**src/mscht_map.svh**
```systemverilog
// Register offsets, field positions and reset values of the statistics and hash block.
`ifndef MSCHT_MAP_SVH
`define MSCHT_MAP_SVH
`define MSCHT_IDX_BCAST_MCAST   8'h52
`define MSCHT_IDX_RUNT_CRC      8'h54
`define MSCHT_IDX_LONG          8'h56
`define MSCHT_IDX_FFULL_NODESC  8'h58
`define MSCHT_IDX_TX_GOOD       8'h5a
`define MSCHT_IDX_UNDR_LATE     8'h5c
`define MSCHT_IDX_PAUSE         8'h5e
`define MSCHT_IDX_HASH0         8'h60
`define MSCHT_IDX_HASH1         8'h62
`define MSCHT_IDX_HASH2         8'h64
`define MSCHT_IDX_HASH3         8'h66
`define MSCHT_IDX_INT_STATUS    8'h44
`define MSCHT_IDX_INT_MASK      8'h48
`define MSCHT_ADDR_BITS         10
`define MSCHT_NUM_EVENTS        12
`define MSCHT_NUM_HASH          4
`define MSCHT_TALLY_RESET       16'h0000
`define MSCHT_HASH_RESET        16'h0000
`define MSCHT_EV_RX_MCAST       0
`define MSCHT_EV_RX_BCAST       1
`define MSCHT_EV_RX_CRC         2
`define MSCHT_EV_RX_RUNT        3
`define MSCHT_EV_RX_LONG        4
`define MSCHT_EV_RX_NODESC      5
`define MSCHT_EV_RX_FFULL       6
`define MSCHT_EV_TX_GOOD        7
`define MSCHT_EV_TX_LATE        8
`define MSCHT_EV_TX_UNDR        9
`define MSCHT_EV_RX_PAUSE       10
`define MSCHT_EV_TX_PAUSE       11
`endif

```
**src/mscht_pkg.sv**
```systemverilog
// Types shared by the statistics and hash block.
package mscht_pkg;
    typedef struct packed {
        logic        rx_multicast;
        logic        rx_broadcast;
        logic        rx_crc_error;
        logic        rx_runt;
        logic        rx_oversize;
        logic        rx_no_descriptor;
        logic        rx_fifo_full;
        logic        tx_good;
        logic        tx_late_collision;
        logic        tx_underrun_drop;
        logic        rx_pause;
        logic        tx_pause;
    } mscht_events_s;
    typedef struct packed {
        logic        valid;
        logic        write;
        logic [9:0]  addr;
    } mscht_bus_req_s;
    typedef enum logic [1:0] {
        MSCHT_PH_IDLE,
        MSCHT_PH_READ,
        MSCHT_PH_WRITE
    } mscht_phase_e;
endpackage

```
**src/mscht_tally.sv**
```systemverilog
// One saturating read-to-clear event counter with a top-bit flag.
`timescale 1ns/100ps
`include "mscht_map.svh"
module mscht_tally #(
    parameter int WIDTH = 8
) (
    // Clock and reset.
    input  wire logic             core_clk_in,
    input  wire logic             resetn_in,
    // Event and clear.
    input  wire logic             event_in,
    input  wire logic             clear_in,
    // Count and flag.
    output logic [WIDTH-1:0]      count_out,
    output logic                  msb_rise_out
);
    logic [WIDTH-1:0] count_ff;
    logic [WIDTH-1:0] nxt_count;
    logic [WIDTH-1:0] bumped;
    wire              at_max = &count_ff;

    assign bumped = at_max ? count_ff : count_ff + {{(WIDTH-1){1'b0}}, 1'b1};
    assign nxt_count = clear_in ? {{(WIDTH-1){1'b0}}, event_in} : (event_in ? bumped : count_ff);
    assign msb_rise_out = nxt_count[WIDTH-1] & ~count_ff[WIDTH-1];
    assign count_out = count_ff;

    always_ff @(posedge core_clk_in)
    begin
        if (!resetn_in)
            count_ff <= '0;
        else
            count_ff <= nxt_count;
    end
endmodule // mscht_tally

```
**src/mscht_hash_mem.sv**
```systemverilog
// Four-word multicast hash table with registered read data.
`timescale 1ns/100ps
`include "mscht_map.svh"
module mscht_hash_mem (
    // Clock and reset.
    input  wire logic         core_clk_in,
    input  wire logic         resetn_in,
    // Write port.
    input  wire logic         wr_en_in,
    input  wire logic [1:0]   wr_idx_in,
    input  wire logic [15:0]  wr_data_in,
    // Read port.
    input  wire logic [1:0]   rd_idx_in,
    output logic [15:0]       rd_data_out,
    output logic [63:0]       table_out
);
    logic [15:0] word_ff [`MSCHT_NUM_HASH];

    genvar g;
    generate
        for (g = 0; g < `MSCHT_NUM_HASH; g++)
        begin : g_word
            always_ff @(posedge core_clk_in)
            begin
                if (!resetn_in)
                    word_ff[g] <= `MSCHT_HASH_RESET;
                else if (wr_en_in && wr_idx_in == 2'(g))
                    word_ff[g] <= wr_data_in;
            end
            assign table_out[16*g +: 16] = word_ff[g];
        end
    endgenerate

    always_ff @(posedge core_clk_in)
    begin
        if (!resetn_in)
            rd_data_out <= 16'h0000;
        else
            rd_data_out <= word_ff[rd_idx_in];
    end
endmodule // mscht_hash_mem

```
**src/mscht_top.sv**
```systemverilog
// Statistics counters, counter interrupts and multicast hash table behind an AHB-Lite slave.
// Overview of operation
// Upper byte at 52h counts received broadcast packets.
// Lower byte at 52h counts received multicast packets.
// Upper byte at 54h counts received runt packets.
// Lower byte at 54h counts received CRC error packets.
// Lower byte at 56h counts over-length packets; upper byte reserved.
// Upper byte at 58h counts packets hit by receive FIFO full.
// Lower byte at 58h counts packets lost for lack of descriptor.
// Whole 16 bits at 5Ah count good transmitted packets.
// Upper byte at 5Ch counts transmit underrun drops.
// Lower byte at 5Ch counts late collision transmit packets.
// Upper byte at 5Eh counts transmitted pause frames.
// Lower byte at 5Eh counts received pause frames.
// Reading a counter register returns the count then zeroes it.
// Hash table is four read/write 16-bit words at 60h to 66h.
// Counters stop at 255 or 65535 instead of wrapping.
// A counter's status flag sets when its top bit becomes one.
// Reading a counter register clears its status flags.
// Reset zeroes every counter and hash word.
// An event during the clearing read leaves a count of one.
//
// The AHB-Lite register port was left to the implementer.
`timescale 1ns/100ps
`include "mscht_map.svh"
module mscht_top (
    // Clock and reset.
    input  wire logic                   core_clk_in,
    input  wire logic                   resetn_in,
    // AHB-Lite slave.
    input  wire logic                   hsel_in,
    input  wire logic [31:0]            haddr_in,
    input  wire logic [1:0]             htrans_in,
    input  wire logic                   hwrite_in,
    input  wire logic [2:0]             hsize_in,
    input  wire logic                   hready_in,
    input  wire logic [31:0]            hwdata_in,
    output logic [31:0]                 hrdata_out,
    output logic                        hreadyout_out,
    output logic                        hresp_out,
    // Packet events, one-cycle pulses from the MAC.
    input  wire mscht_pkg::mscht_events_s events_in,
    // Filter table and interrupt.
    output logic [63:0]                 hash_table_out,
    output logic                        irq_out
);
    localparam int NE = `MSCHT_NUM_EVENTS;

    function automatic logic [3:0] reg_slot(input logic [9:0] a);
        unique case (a[9:2])
            `MSCHT_IDX_BCAST_MCAST:  reg_slot = 4'h0;
            `MSCHT_IDX_RUNT_CRC:     reg_slot = 4'h1;
            `MSCHT_IDX_LONG:         reg_slot = 4'h2;
            `MSCHT_IDX_FFULL_NODESC: reg_slot = 4'h3;
            `MSCHT_IDX_TX_GOOD:      reg_slot = 4'h4;
            `MSCHT_IDX_UNDR_LATE:    reg_slot = 4'h5;
            `MSCHT_IDX_PAUSE:        reg_slot = 4'h6;
            `MSCHT_IDX_HASH0:        reg_slot = 4'h7;
            `MSCHT_IDX_HASH1:        reg_slot = 4'h8;
            `MSCHT_IDX_HASH2:        reg_slot = 4'h9;
            `MSCHT_IDX_HASH3:        reg_slot = 4'ha;
            `MSCHT_IDX_INT_STATUS:   reg_slot = 4'hb;
            `MSCHT_IDX_INT_MASK:     reg_slot = 4'hc;
            default:                 reg_slot = 4'hf;
        endcase
    endfunction

    // Counter register slot that owns each event.
    function automatic logic [3:0] ev_slot(input int e);
        ev_slot = 4'(e / 2);
        if (e == `MSCHT_EV_TX_GOOD)
            ev_slot = 4'h4;
        else if (e > `MSCHT_EV_TX_GOOD)
            ev_slot = 4'((e + 2) / 2);
        else if (e == `MSCHT_EV_RX_LONG)
            ev_slot = 4'h2;
        else if (e > `MSCHT_EV_RX_LONG)
            ev_slot = 4'h3;
    endfunction

    logic [NE-1:0]          ev_vec;
    logic [NE-1:0]          clr_vec;
    logic [NE-1:0]          msb_rise;
    logic [7:0]             tally8 [NE];
    logic [15:0]            tx_good_count;
    logic [NE-1:0]          status_ff;
    logic [NE-1:0]          nxt_status;
    logic [NE-1:0]          mask_ff;
    mscht_pkg::mscht_bus_req_s req_ff;
    mscht_pkg::mscht_phase_e   phase;
    logic [31:0]            rdata_ff;
    logic [31:0]            nxt_rdata;
    logic [15:0]            hash_rd;
    logic [3:0]             rd_slot_ff;
    logic [3:0]             addr_slot;
    logic [3:0]             req_slot;
    logic                   take;
    logic                   rd_now;
    logic                   wr_now;
    logic [15:0]            status_word;
    logic [15:0]            counter_word;
    logic                   hash_rd_sel;

    // Event vector in counter order.
    assign ev_vec = {events_in.tx_pause, events_in.rx_pause, events_in.tx_underrun_drop,
                     events_in.tx_late_collision, events_in.tx_good, events_in.rx_fifo_full,
                     events_in.rx_no_descriptor, events_in.rx_oversize, events_in.rx_runt,
                     events_in.rx_crc_error, events_in.rx_broadcast, events_in.rx_multicast};

    // Bus decode.
    assign take      = hsel_in & hready_in & htrans_in[1];
    assign addr_slot = reg_slot(haddr_in[9:0]);
    assign req_slot  = reg_slot(req_ff.addr);
    assign phase     = !req_ff.valid ? mscht_pkg::MSCHT_PH_IDLE :
                       (req_ff.write ? mscht_pkg::MSCHT_PH_WRITE : mscht_pkg::MSCHT_PH_READ);
    assign rd_now    = take & ~hwrite_in;
    assign wr_now    = phase == mscht_pkg::MSCHT_PH_WRITE;
    assign hreadyout_out = 1'b1;
    assign hresp_out     = 1'b0;
    assign hrdata_out    = hash_rd_sel ? {16'h0000, hash_rd} : rdata_ff;

    // Counters, cleared by the read address phase so the registered data hold the old count.
    genvar g;
    generate
        for (g = 0; g < NE; g++)
        begin : g_tally
            assign clr_vec[g] = rd_now && addr_slot == ev_slot(g);
            if (g == `MSCHT_EV_TX_GOOD)
            begin : g_wide
                mscht_tally #(.WIDTH(16)) u_tally (
                    .core_clk_in  (core_clk_in),
                    .resetn_in    (resetn_in),
                    .event_in     (ev_vec[g]),
                    .clear_in     (clr_vec[g]),
                    .count_out    (tx_good_count),
                    .msb_rise_out (msb_rise[g])
                );
                assign tally8[g] = 8'h00;
            end
            else
            begin : g_narrow
                mscht_tally #(.WIDTH(8)) u_tally (
                    .core_clk_in  (core_clk_in),
                    .resetn_in    (resetn_in),
                    .event_in     (ev_vec[g]),
                    .clear_in     (clr_vec[g]),
                    .count_out    (tally8[g]),
                    .msb_rise_out (msb_rise[g])
                );
            end
        end
    endgenerate

    // Sticky flags: set wins over the clear by a counter read or a status read.
    assign nxt_status = msb_rise | (status_ff & ~clr_vec
                        & ~{NE{rd_now && addr_slot == 4'hb}});
    assign irq_out = |(status_ff & mask_ff);

    always_ff @(posedge core_clk_in)
    begin
        if (!resetn_in)
        begin
            status_ff <= '0;
            mask_ff   <= '0;
        end
        else
        begin
            status_ff <= nxt_status;
            if (wr_now && req_slot == 4'hc)
                mask_ff <= hwdata_in[NE-1:0];
        end
    end

    mscht_hash_mem u_hash (
        .core_clk_in (core_clk_in),
        .resetn_in   (resetn_in),
        .wr_en_in    (wr_now && req_slot >= 4'h7 && req_slot <= 4'ha),
        .wr_idx_in   (req_ff.addr[4:3]),
        .wr_data_in  (hwdata_in[15:0]),
        .rd_idx_in   (haddr_in[4:3]),
        .rd_data_out (hash_rd),
        .table_out   (hash_table_out)
    );

    // Read mux, sampled at the address phase.
    always_comb
    begin
        unique case (addr_slot)
            4'h0:    counter_word = {tally8[`MSCHT_EV_RX_BCAST], tally8[`MSCHT_EV_RX_MCAST]};
            4'h1:    counter_word = {tally8[`MSCHT_EV_RX_RUNT], tally8[`MSCHT_EV_RX_CRC]};
            4'h2:    counter_word = {8'h00, tally8[`MSCHT_EV_RX_LONG]};
            4'h3:    counter_word = {tally8[`MSCHT_EV_RX_FFULL], tally8[`MSCHT_EV_RX_NODESC]};
            4'h4:    counter_word = tx_good_count;
            4'h5:    counter_word = {tally8[`MSCHT_EV_TX_UNDR], tally8[`MSCHT_EV_TX_LATE]};
            4'h6:    counter_word = {tally8[`MSCHT_EV_TX_PAUSE], tally8[`MSCHT_EV_RX_PAUSE]};
            4'hb:    counter_word = 16'(status_ff);
            4'hc:    counter_word = 16'(mask_ff);
            default: counter_word = 16'h0000;
        endcase
    end
    assign status_word = counter_word;
    assign nxt_rdata = rd_now ? {16'h0000, status_word} : 32'h00000000;

    always_ff @(posedge core_clk_in)
    begin
        if (!resetn_in)
        begin
            req_ff     <= '0;
            rdata_ff   <= 32'h00000000;
            rd_slot_ff <= 4'hf;
        end
        else
        begin
            req_ff.valid <= take;
            req_ff.write <= hwrite_in;
            req_ff.addr  <= haddr_in[9:0];
            rdata_ff     <= nxt_rdata;
            rd_slot_ff   <= rd_now ? addr_slot : 4'hf;
        end
    end
    // Hash words come from the memory's registered read port.
    assign hash_rd_sel = rd_slot_ff >= 4'h7 && rd_slot_ff <= 4'ha;
endmodule // mscht_top

```
**config.mk**
```make
export PLATFORM = sky130hd
export DESIGN_NAME = mscht_top
export DESIGN_NICKNAME = d
export VERILOG_FILES = /design/src/mscht_pkg.sv /design/src/mscht_tally.sv /design/src/mscht_hash_mem.sv /design/src/mscht_top.sv
export VERILOG_INCLUDE_DIRS = /design/src
export SDC_FILE = /design/constraint.sdc
export NUM_CORES = 1
export LEC_CHECK = 0
export BUFFER_PORTS_ARGS = -buffer_cell sky130_fd_sc_hd__buf_2
export CAP_MARGIN = 15
export CORE_MARGIN = 2
export CORE_UTILIZATION = 58
export CTS_CLUSTER_SIZE = 12
export DETAILED_ROUTE_END_ITERATION = 8
export PLACE_DENSITY_LB_ADDON = 0.08
export SYNTH_ARGS = -nofsm -noshare
export SYNTH_HDL_FRONTEND = slang
export SYNTH_HIERARCHICAL = 1
export SYNTH_SLANG_ARGS = --single-unit
```
**constraint.sdc**
```tcl
create_clock -name core_clk_in -period 3.84 [get_ports core_clk_in]
set_input_delay 0.384 -clock core_clk_in [delete_from_list [all_inputs] [get_ports core_clk_in]]
set_output_delay 0.384 -clock core_clk_in [all_outputs]
set_load 0.02 [all_outputs]
```
* Yosys cells after proc, flatten, opt, wreduce, memory -nomap -nowiden
Memory sizes are Yosys's and may differ from the RTL's. A register that Yosys moved wholly into a read port is not among the register bits. Cells that the tools add are included.
Cells by class: $add $sub $neg 12, order comparisons 4, equality and inequality tests 51, mux-type cells 59, bitwise gates (word level) 51, reductions and logical operators 76
Operator list (count):
- 8-bit 2-to-1 mux | 33
- 8-bit by 7-bit == test with 1-bit output (second input constant) | 26
- 16-bit case mux with 9 select lines | 1
- 16-bit 2-to-1 mux | 7
- 4-bit case mux with 13 select lines | 2
- 8-bit by 1-bit adder with 8-bit output (second input constant) | 11
- 8-bit AND reduction | 11
- 2-bit AND reduction | 25
- 12-bit bitwise AND | 3
- 32-bit 2-to-1 mux | 1
- 1-bit NOT | 26
- 12-bit NOT | 2
- 2-bit nonzero test | 12
- 16-bit by 1-bit adder with 16-bit output (second input constant) | 1
- 1-bit logical AND | 16
- 16-bit AND reduction | 1
- 1-bit bitwise AND | 15
- 2-bit by 1-bit inequality test with 1-bit output (second input constant) | 7
- 2-bit OR reduction | 7
- 1-bit 2-to-1 mux | 13
- 4-bit by 3-bit == test with 1-bit output (second input constant) | 3
- 4-bit == test (second input constant) | 3
- 12-bit bitwise OR | 1
- 12-bit OR reduction | 1
- 12 further kinds | 25
Storage, ports and cells: register bits 176, bits in writable memories 64, input bits 86, memories kept 1
Memory list:
- u_hash.word_ff | depth 4, bits a word 16, rd ports 5, clocked after Yosys merged registers in 1, wr ports 4, line mscht_hash_mem.sv:17 | logic [15:0] word_ff [`MSCHT_NUM_HASH];

* Logic depth before layout (Yosys ltp)
depth in word-level cells 10, mapped depth 10, mapped depth without buffers 7

* By module
The synthesis kept the hierarchy.
Modules (own cells, without submodules):
- mscht_tally (g_tally[0].g_narrow.u_tally ...) | instances 11, cells each 52, area an instance 442.9 um^2
- mscht_top | instances 1, cells each 430, area an instance 3783.6 um^2
- mscht_hash_mem | instances 1, cells each 216, area an instance 3269.4 um^2
- mscht_tally (g_tally[7].g_wide.u_tally) | instances 1, cells each 104, area an instance 898.4 um^2

* Worst setup path after synthesis
OpenSTA, ideal clock, no wires.
path kind reg2reg, start reg req_ff[2] (netlist name), end mem u_hash.word_ff[0][0], enable pin, setup time 0.411 ns, arrival time 2.296 ns, required time 3.429 ns, setup slack 1.133 ns, cell stages (with the launch flop) 6, clock period less this slack 2.707 ns, cells stage by stage dfxtp_1 -> nor4b_1 -> nand3_1 -> nor2_1 -> nand2b_1 -> o21ai_0
RTL lines:
- start, declared | line mscht_top.sv:89 | mscht_pkg::mscht_bus_req_s req_ff;
- end, declared | line mscht_hash_mem.sv:17

* Final worst setup path
start reg rd_slot_ff[1], end out hrdata_out[14]
Between the ends: cells in the longest elaborated chain, start to end 3, elaborated cells on any way between the ends 4, classes of those cells order compare: 2; mux: 1; reduce/logical: 1
Ends and longest elaborated chain:
- start, declared | line mscht_top.sv:94 | logic [3:0] rd_slot_ff;
- start signal, assigned | line mscht_top.sv:218 | rd_slot_ff <= rd_now ? addr_slot : 4'hf;
- 4-bit by 3-bit greater-or-equal comparator with 1-bit output or 4-bit <= comparator (tied branches) | line mscht_top.sv:222 | assign hash_rd_sel = rd_slot_ff >= 4'h7 && rd_slot_ff <= 4'ha;
- 1-bit logical AND (*) | line mscht_top.sv:222
- 32-bit 2-to-1 mux (*) | line mscht_top.sv:120 | assign hrdata_out = hash_rd_sel ? {16'h0000, hash_rd} : rdata_ff;
- end, declared | line mscht_top.sv:38 | output logic [31:0] hrdata_out,
Every way passes the cells marked *; elsewhere a longest branch is shown, timed or not.

==> summary.md <==
The worst setup path is captured at an output port. The first-pass GRT wire length was 53000 µm. In the final routed layout, each cell accounts on average for 19.4 µm. The flow ran to the end, and the final reports show no timing, DRC or antenna violations.

The logs give 1809 for the number of fillers in the final layout and 3.46 ns for the required time at the worst-slack endpoint. The tools report the number of sinks handled by clock tree synthesis as 238. The routed layout has 10800 vias. In this run the remaining antenna-violating nets after routing total 0.

The final critical-path share of the clock period works out to 0.613. By count the netlist is led by sky130_fd_sc_hd__dfxtp_1 (174), sky130_fd_sc_hd__nand2_1 (110), sky130_fd_sc_hd__and2_1 (84). The critical-path maximum fanout came out at 16. The cell sitting at the root of the clock tree is a sky130_fd_sc_hd__clkbuf_16. The share of layout cells above drive strength 1 was 0.197. Setup repair after global routing left no endpoint under its margin.

The run gives 0.441 as the fraction of power consumed by the clock network. The worst setup path is launched from a register. The logic gate share of total power came out at 0.077. In the routed layout, each cell is associated on average with a via count of 6.24. The average instance in the mapped netlist occupies 9.70 µm².

The later pin in the worst-skew pair is clocked with a latency of 0.54 ns. The chip height came out at 153 µm. The biggest area contributor in the post-synthesis netlist is sky130_fd_sc_hd__dfxtp_1. For the final database, setup skew stands at 0.0182 ns.

The top achievable clock speed is 425 MHz. Pin placement for this block handled 185 I/O pins. The worst hold path belongs to the class input port to register. The tool flagged a number of max-cap violations equal to 0.

For the H-tree depth reported by CTS, the log shows 1. The floorplan row count came out at 54. At the end of the flow, the number of nets in the layout was 1536.

Leading register cell type out of synthesis: sky130_fd_sc_hd__dfxtp_1. The clock passes through at most 3 buffers. For this run, the number of Yosys warnings is 6. Across the VDD grid, the largest voltage drop is 0.294 mV. The area share of the leading cell type in the synthesized netlist was 0.272; the proportion of total power due to net switching was 0.245.

Entering global routing, the biggest net connects 47 pins. For the final number of max-transition violations, the log shows 0. The logs give 12800 µm² for the netlist area before placement and 24100 µm for the post-DP HPWL.

Counting distinct cell types in the post-synthesis netlist gives 83. In this run, the number of DRC markers left after iteration 0 of detailed routing was 986. The placer's final routability congestion estimate is 0.903, and the total grt overflow is 0.

Setup violations remaining at the end of the flow were counted as 0. The final design utilization came out at 0.661. For the die area, the log shows 23300 µm². Number of global-route vias before repair: 9858.

Sorting the synthesized cells by area gives the leading types as sky130_fd_sc_hd__dfxtp_1 (27%), sky130_fd_sc_hd__edfxtp_1 (15%), sky130_fd_sc_hd__mux2i_1 (6.3%). Before antenna repair, the detailed router went through 5 iterations. The number of enable flip-flop cells after synthesis is 64. sky130_fd_sc_hd__dfxtp_1 is the most common cell in the netlist. The growth of design area from synthesis to finish was 12.1%; the detailed-route DRC error count was 0. The run gives 0 as the number of buffers inserted by post-CTS setup repair.

The worst-case headroom to the max-slew limit is 0.231. After synthesis the netlist holds a flip-flop and latch count of 238. Summed over all layers, the routed wires come to 33800 µm. The starting density of the core was 0.589; the number of antenna violations at the first check in global routing was 2. For the pin with the worst max-slew slack, the measured transition is 1.15 ns. The final period demand of the worst path was 2.35 ns. The total track usage was 0.275; the data arrival at the endpoint of the critical path was 1.97 ns. For the area of the core, the log shows 21800 µm². The count of cells resized by post-cts repair was 0. Clock tree synthesis inserted a total of 27 buffers. For the final routed database, the setup TNS stands at 0 ns. The number of hold violations in the final report is 0, and the net switching power of the design is 1.37 mW.

Power spread over the standard cell area amounts to 390 nW/µm². The number of standard cells after synthesis is 1322. For this design, the CTS-stage hold fixing added 0 buffers. The share of power burned in registers came out at 0.483. Internal power comes to 4.24 mW. Count of buffers inserted at the top-level ports: 122.

The analysis attributes to cell leakage a power of 5.34 nW. The floorplan die width is 153 µm, and the post-CTS clock slew at the launch and capture registers of the worst setup and hold paths is 0.06 ns. The register area share after synthesis was 0.422. TritonCTS built the clock tree.

The post-synthesis async set-or-reset flop share was 0. The setup path with the least slack is of type register to output port.
==> critical path, cell delays in order, from the launching register on <==
cell and delay, ns:
sky130_fd_sc_hd__dfxtp_1 0.30, sky130_fd_sc_hd__nand2_1 0.07, sky130_fd_sc_hd__nor2_1 0.04, sky130_fd_sc_hd__a22oi_1 0.17, sky130_fd_sc_hd__buf_4 0.29, sky130_fd_sc_hd__mux2_2 0.38, sky130_fd_sc_hd__buf_2 0.16
==> path summary, 6_finish.rpt <==
kind,slack (ns),from,to,depth (start not counted)
worst max-delay path,1.49,rd_slot_ff[1],hrdata_out[14],6
worst min-delay path,0.12,hwrite_in,req_ff[10],2
worst max register to register,1.60,req_ff[4],mask_ff[6],4
worst min register to register,0.48,mask_ff[2],mask_ff[2],2
==> registers in the layout, summed over array words and instances, names as in the netlist <==
| register | flops |
|---|---|
| g_tally.g_narrow.u_tally/count_out | 88 |
| u_hash/word_ff | 64 |
| g_tally.g_wide.u_tally/count_out | 16 |
| rdata_ff | 16 |
| u_hash/rd_data_out | 16 |
| mask_ff | 12 |
| status_ff | 12 |
| req_ff | 10 |
| rd_slot_ff | 4 |
==> power by group through the flow <==
stage	registers [mW]	logic [mW]	clock network (mW)
2_1_floorplan	2.79	0.257	0
4_1_cts	2.71	0.429	2.49
6_report	2.71	0.431	2.47
3_3_place_gp	2.76	0.421	0
3_5_place_dp	2.76	0.428	0
5_1_grt	2.72	0.467	2.59
==> area by class of cell <==
type	count	area [µm²]	share of cell area
antenna	1	2.50	0.000174
tap	280	350	0.0244
clock inverter	14	118	0.00818
sequential	238	5410	0.376
timing repair buffer	142	763	0.0531
clock buffer	35	716	0.0498
multi-input combinational	1000	6910	0.481
inverter	29	109	0.00757
==> cell usage in the layout (no fill, tap or decap), types with 13 or more instances in the layout <==
master                      netlist  final
sky130_fd_sc_hd__a211oi_1        34     34
sky130_fd_sc_hd__a21oi_1         66     66
sky130_fd_sc_hd__a22o_1          28     28
sky130_fd_sc_hd__a22oi_1         18     18
sky130_fd_sc_hd__a31oi_1         30     30
sky130_fd_sc_hd__and2_1          84     84
sky130_fd_sc_hd__and3_1          18     18
sky130_fd_sc_hd__and3_2          22     22
sky130_fd_sc_hd__and4_1          14     14
sky130_fd_sc_hd__buf_2           12    121
sky130_fd_sc_hd__buf_4           31     21
sky130_fd_sc_hd__clkbuf_16        0     27
sky130_fd_sc_hd__conb_1           2     18
sky130_fd_sc_hd__dfxtp_1        174    174
sky130_fd_sc_hd__edfxtp_1        64     64
sky130_fd_sc_hd__inv_1           29     29
sky130_fd_sc_hd__mux2_2          28     28
sky130_fd_sc_hd__mux2i_1         81     81
sky130_fd_sc_hd__nand2_1        110    110
sky130_fd_sc_hd__nand2b_1        29     29
sky130_fd_sc_hd__nand3_1         22     22
sky130_fd_sc_hd__nand3b_1        17     17
sky130_fd_sc_hd__nand4_1         40     40
sky130_fd_sc_hd__nor2_1          21     21
sky130_fd_sc_hd__nor2b_1         21     21
sky130_fd_sc_hd__nor3_1          29     29
sky130_fd_sc_hd__o21ai_0         65     61
sky130_fd_sc_hd__o22ai_1         16     16
sky130_fd_sc_hd__o2bb2ai_1       13     13
sky130_fd_sc_hd__o31ai_1         15     15
sky130_fd_sc_hd__or4_1           14     14
==> cell families after synthesis <==
logic type | count (synthesis) | share of synthesized area
multiplexers | 109 | 0.0878
XOR/XNOR | 2 | 0.00137
AO/OA/AOI/OAI | 346 | 0.185
adder cells (fa/ha/maj) | 12 | 0.0117
buffers and inverters | 100 | 0.0442
flip-flops | 238 | 0.422
other | 2 | 0.000586
AND/OR/NAND/NOR | 513 | 0.248
==> through the flow <==
step | hold slack [ns] | power [mW] | setup WS [ns] | instance area, µm² | std cells
floorplan | 0.448 | 3.05 | 1.13 | 12900 | 1338
global placement | 0.464 | 3.18 | 1.16 | 13500 | 1689
detailed placement | 0.471 | 3.19 | 1.10 | 13500 | 1689
CTS | 0.114 | 5.63 | 1.47 | 14400 | 1738
global route | 0.128 | 5.77 | 1.38 | 14400 | 1738
finish | 0.124 | 5.61 | 1.49 | 14400 | 1739
==> per-layer routing <==
metal / wire length [µm] / vias up / global-route usage
li1: - / 5252 / -
met1: 14900 / 5169 / 0.378
met2: 16000 / 367 / 0.466
met3: 2150 / 54 / 0.0387
met4: 655 / 2 / 0.0578
met5: 7 / - / 0
Power figures use the tool's default switching activity.
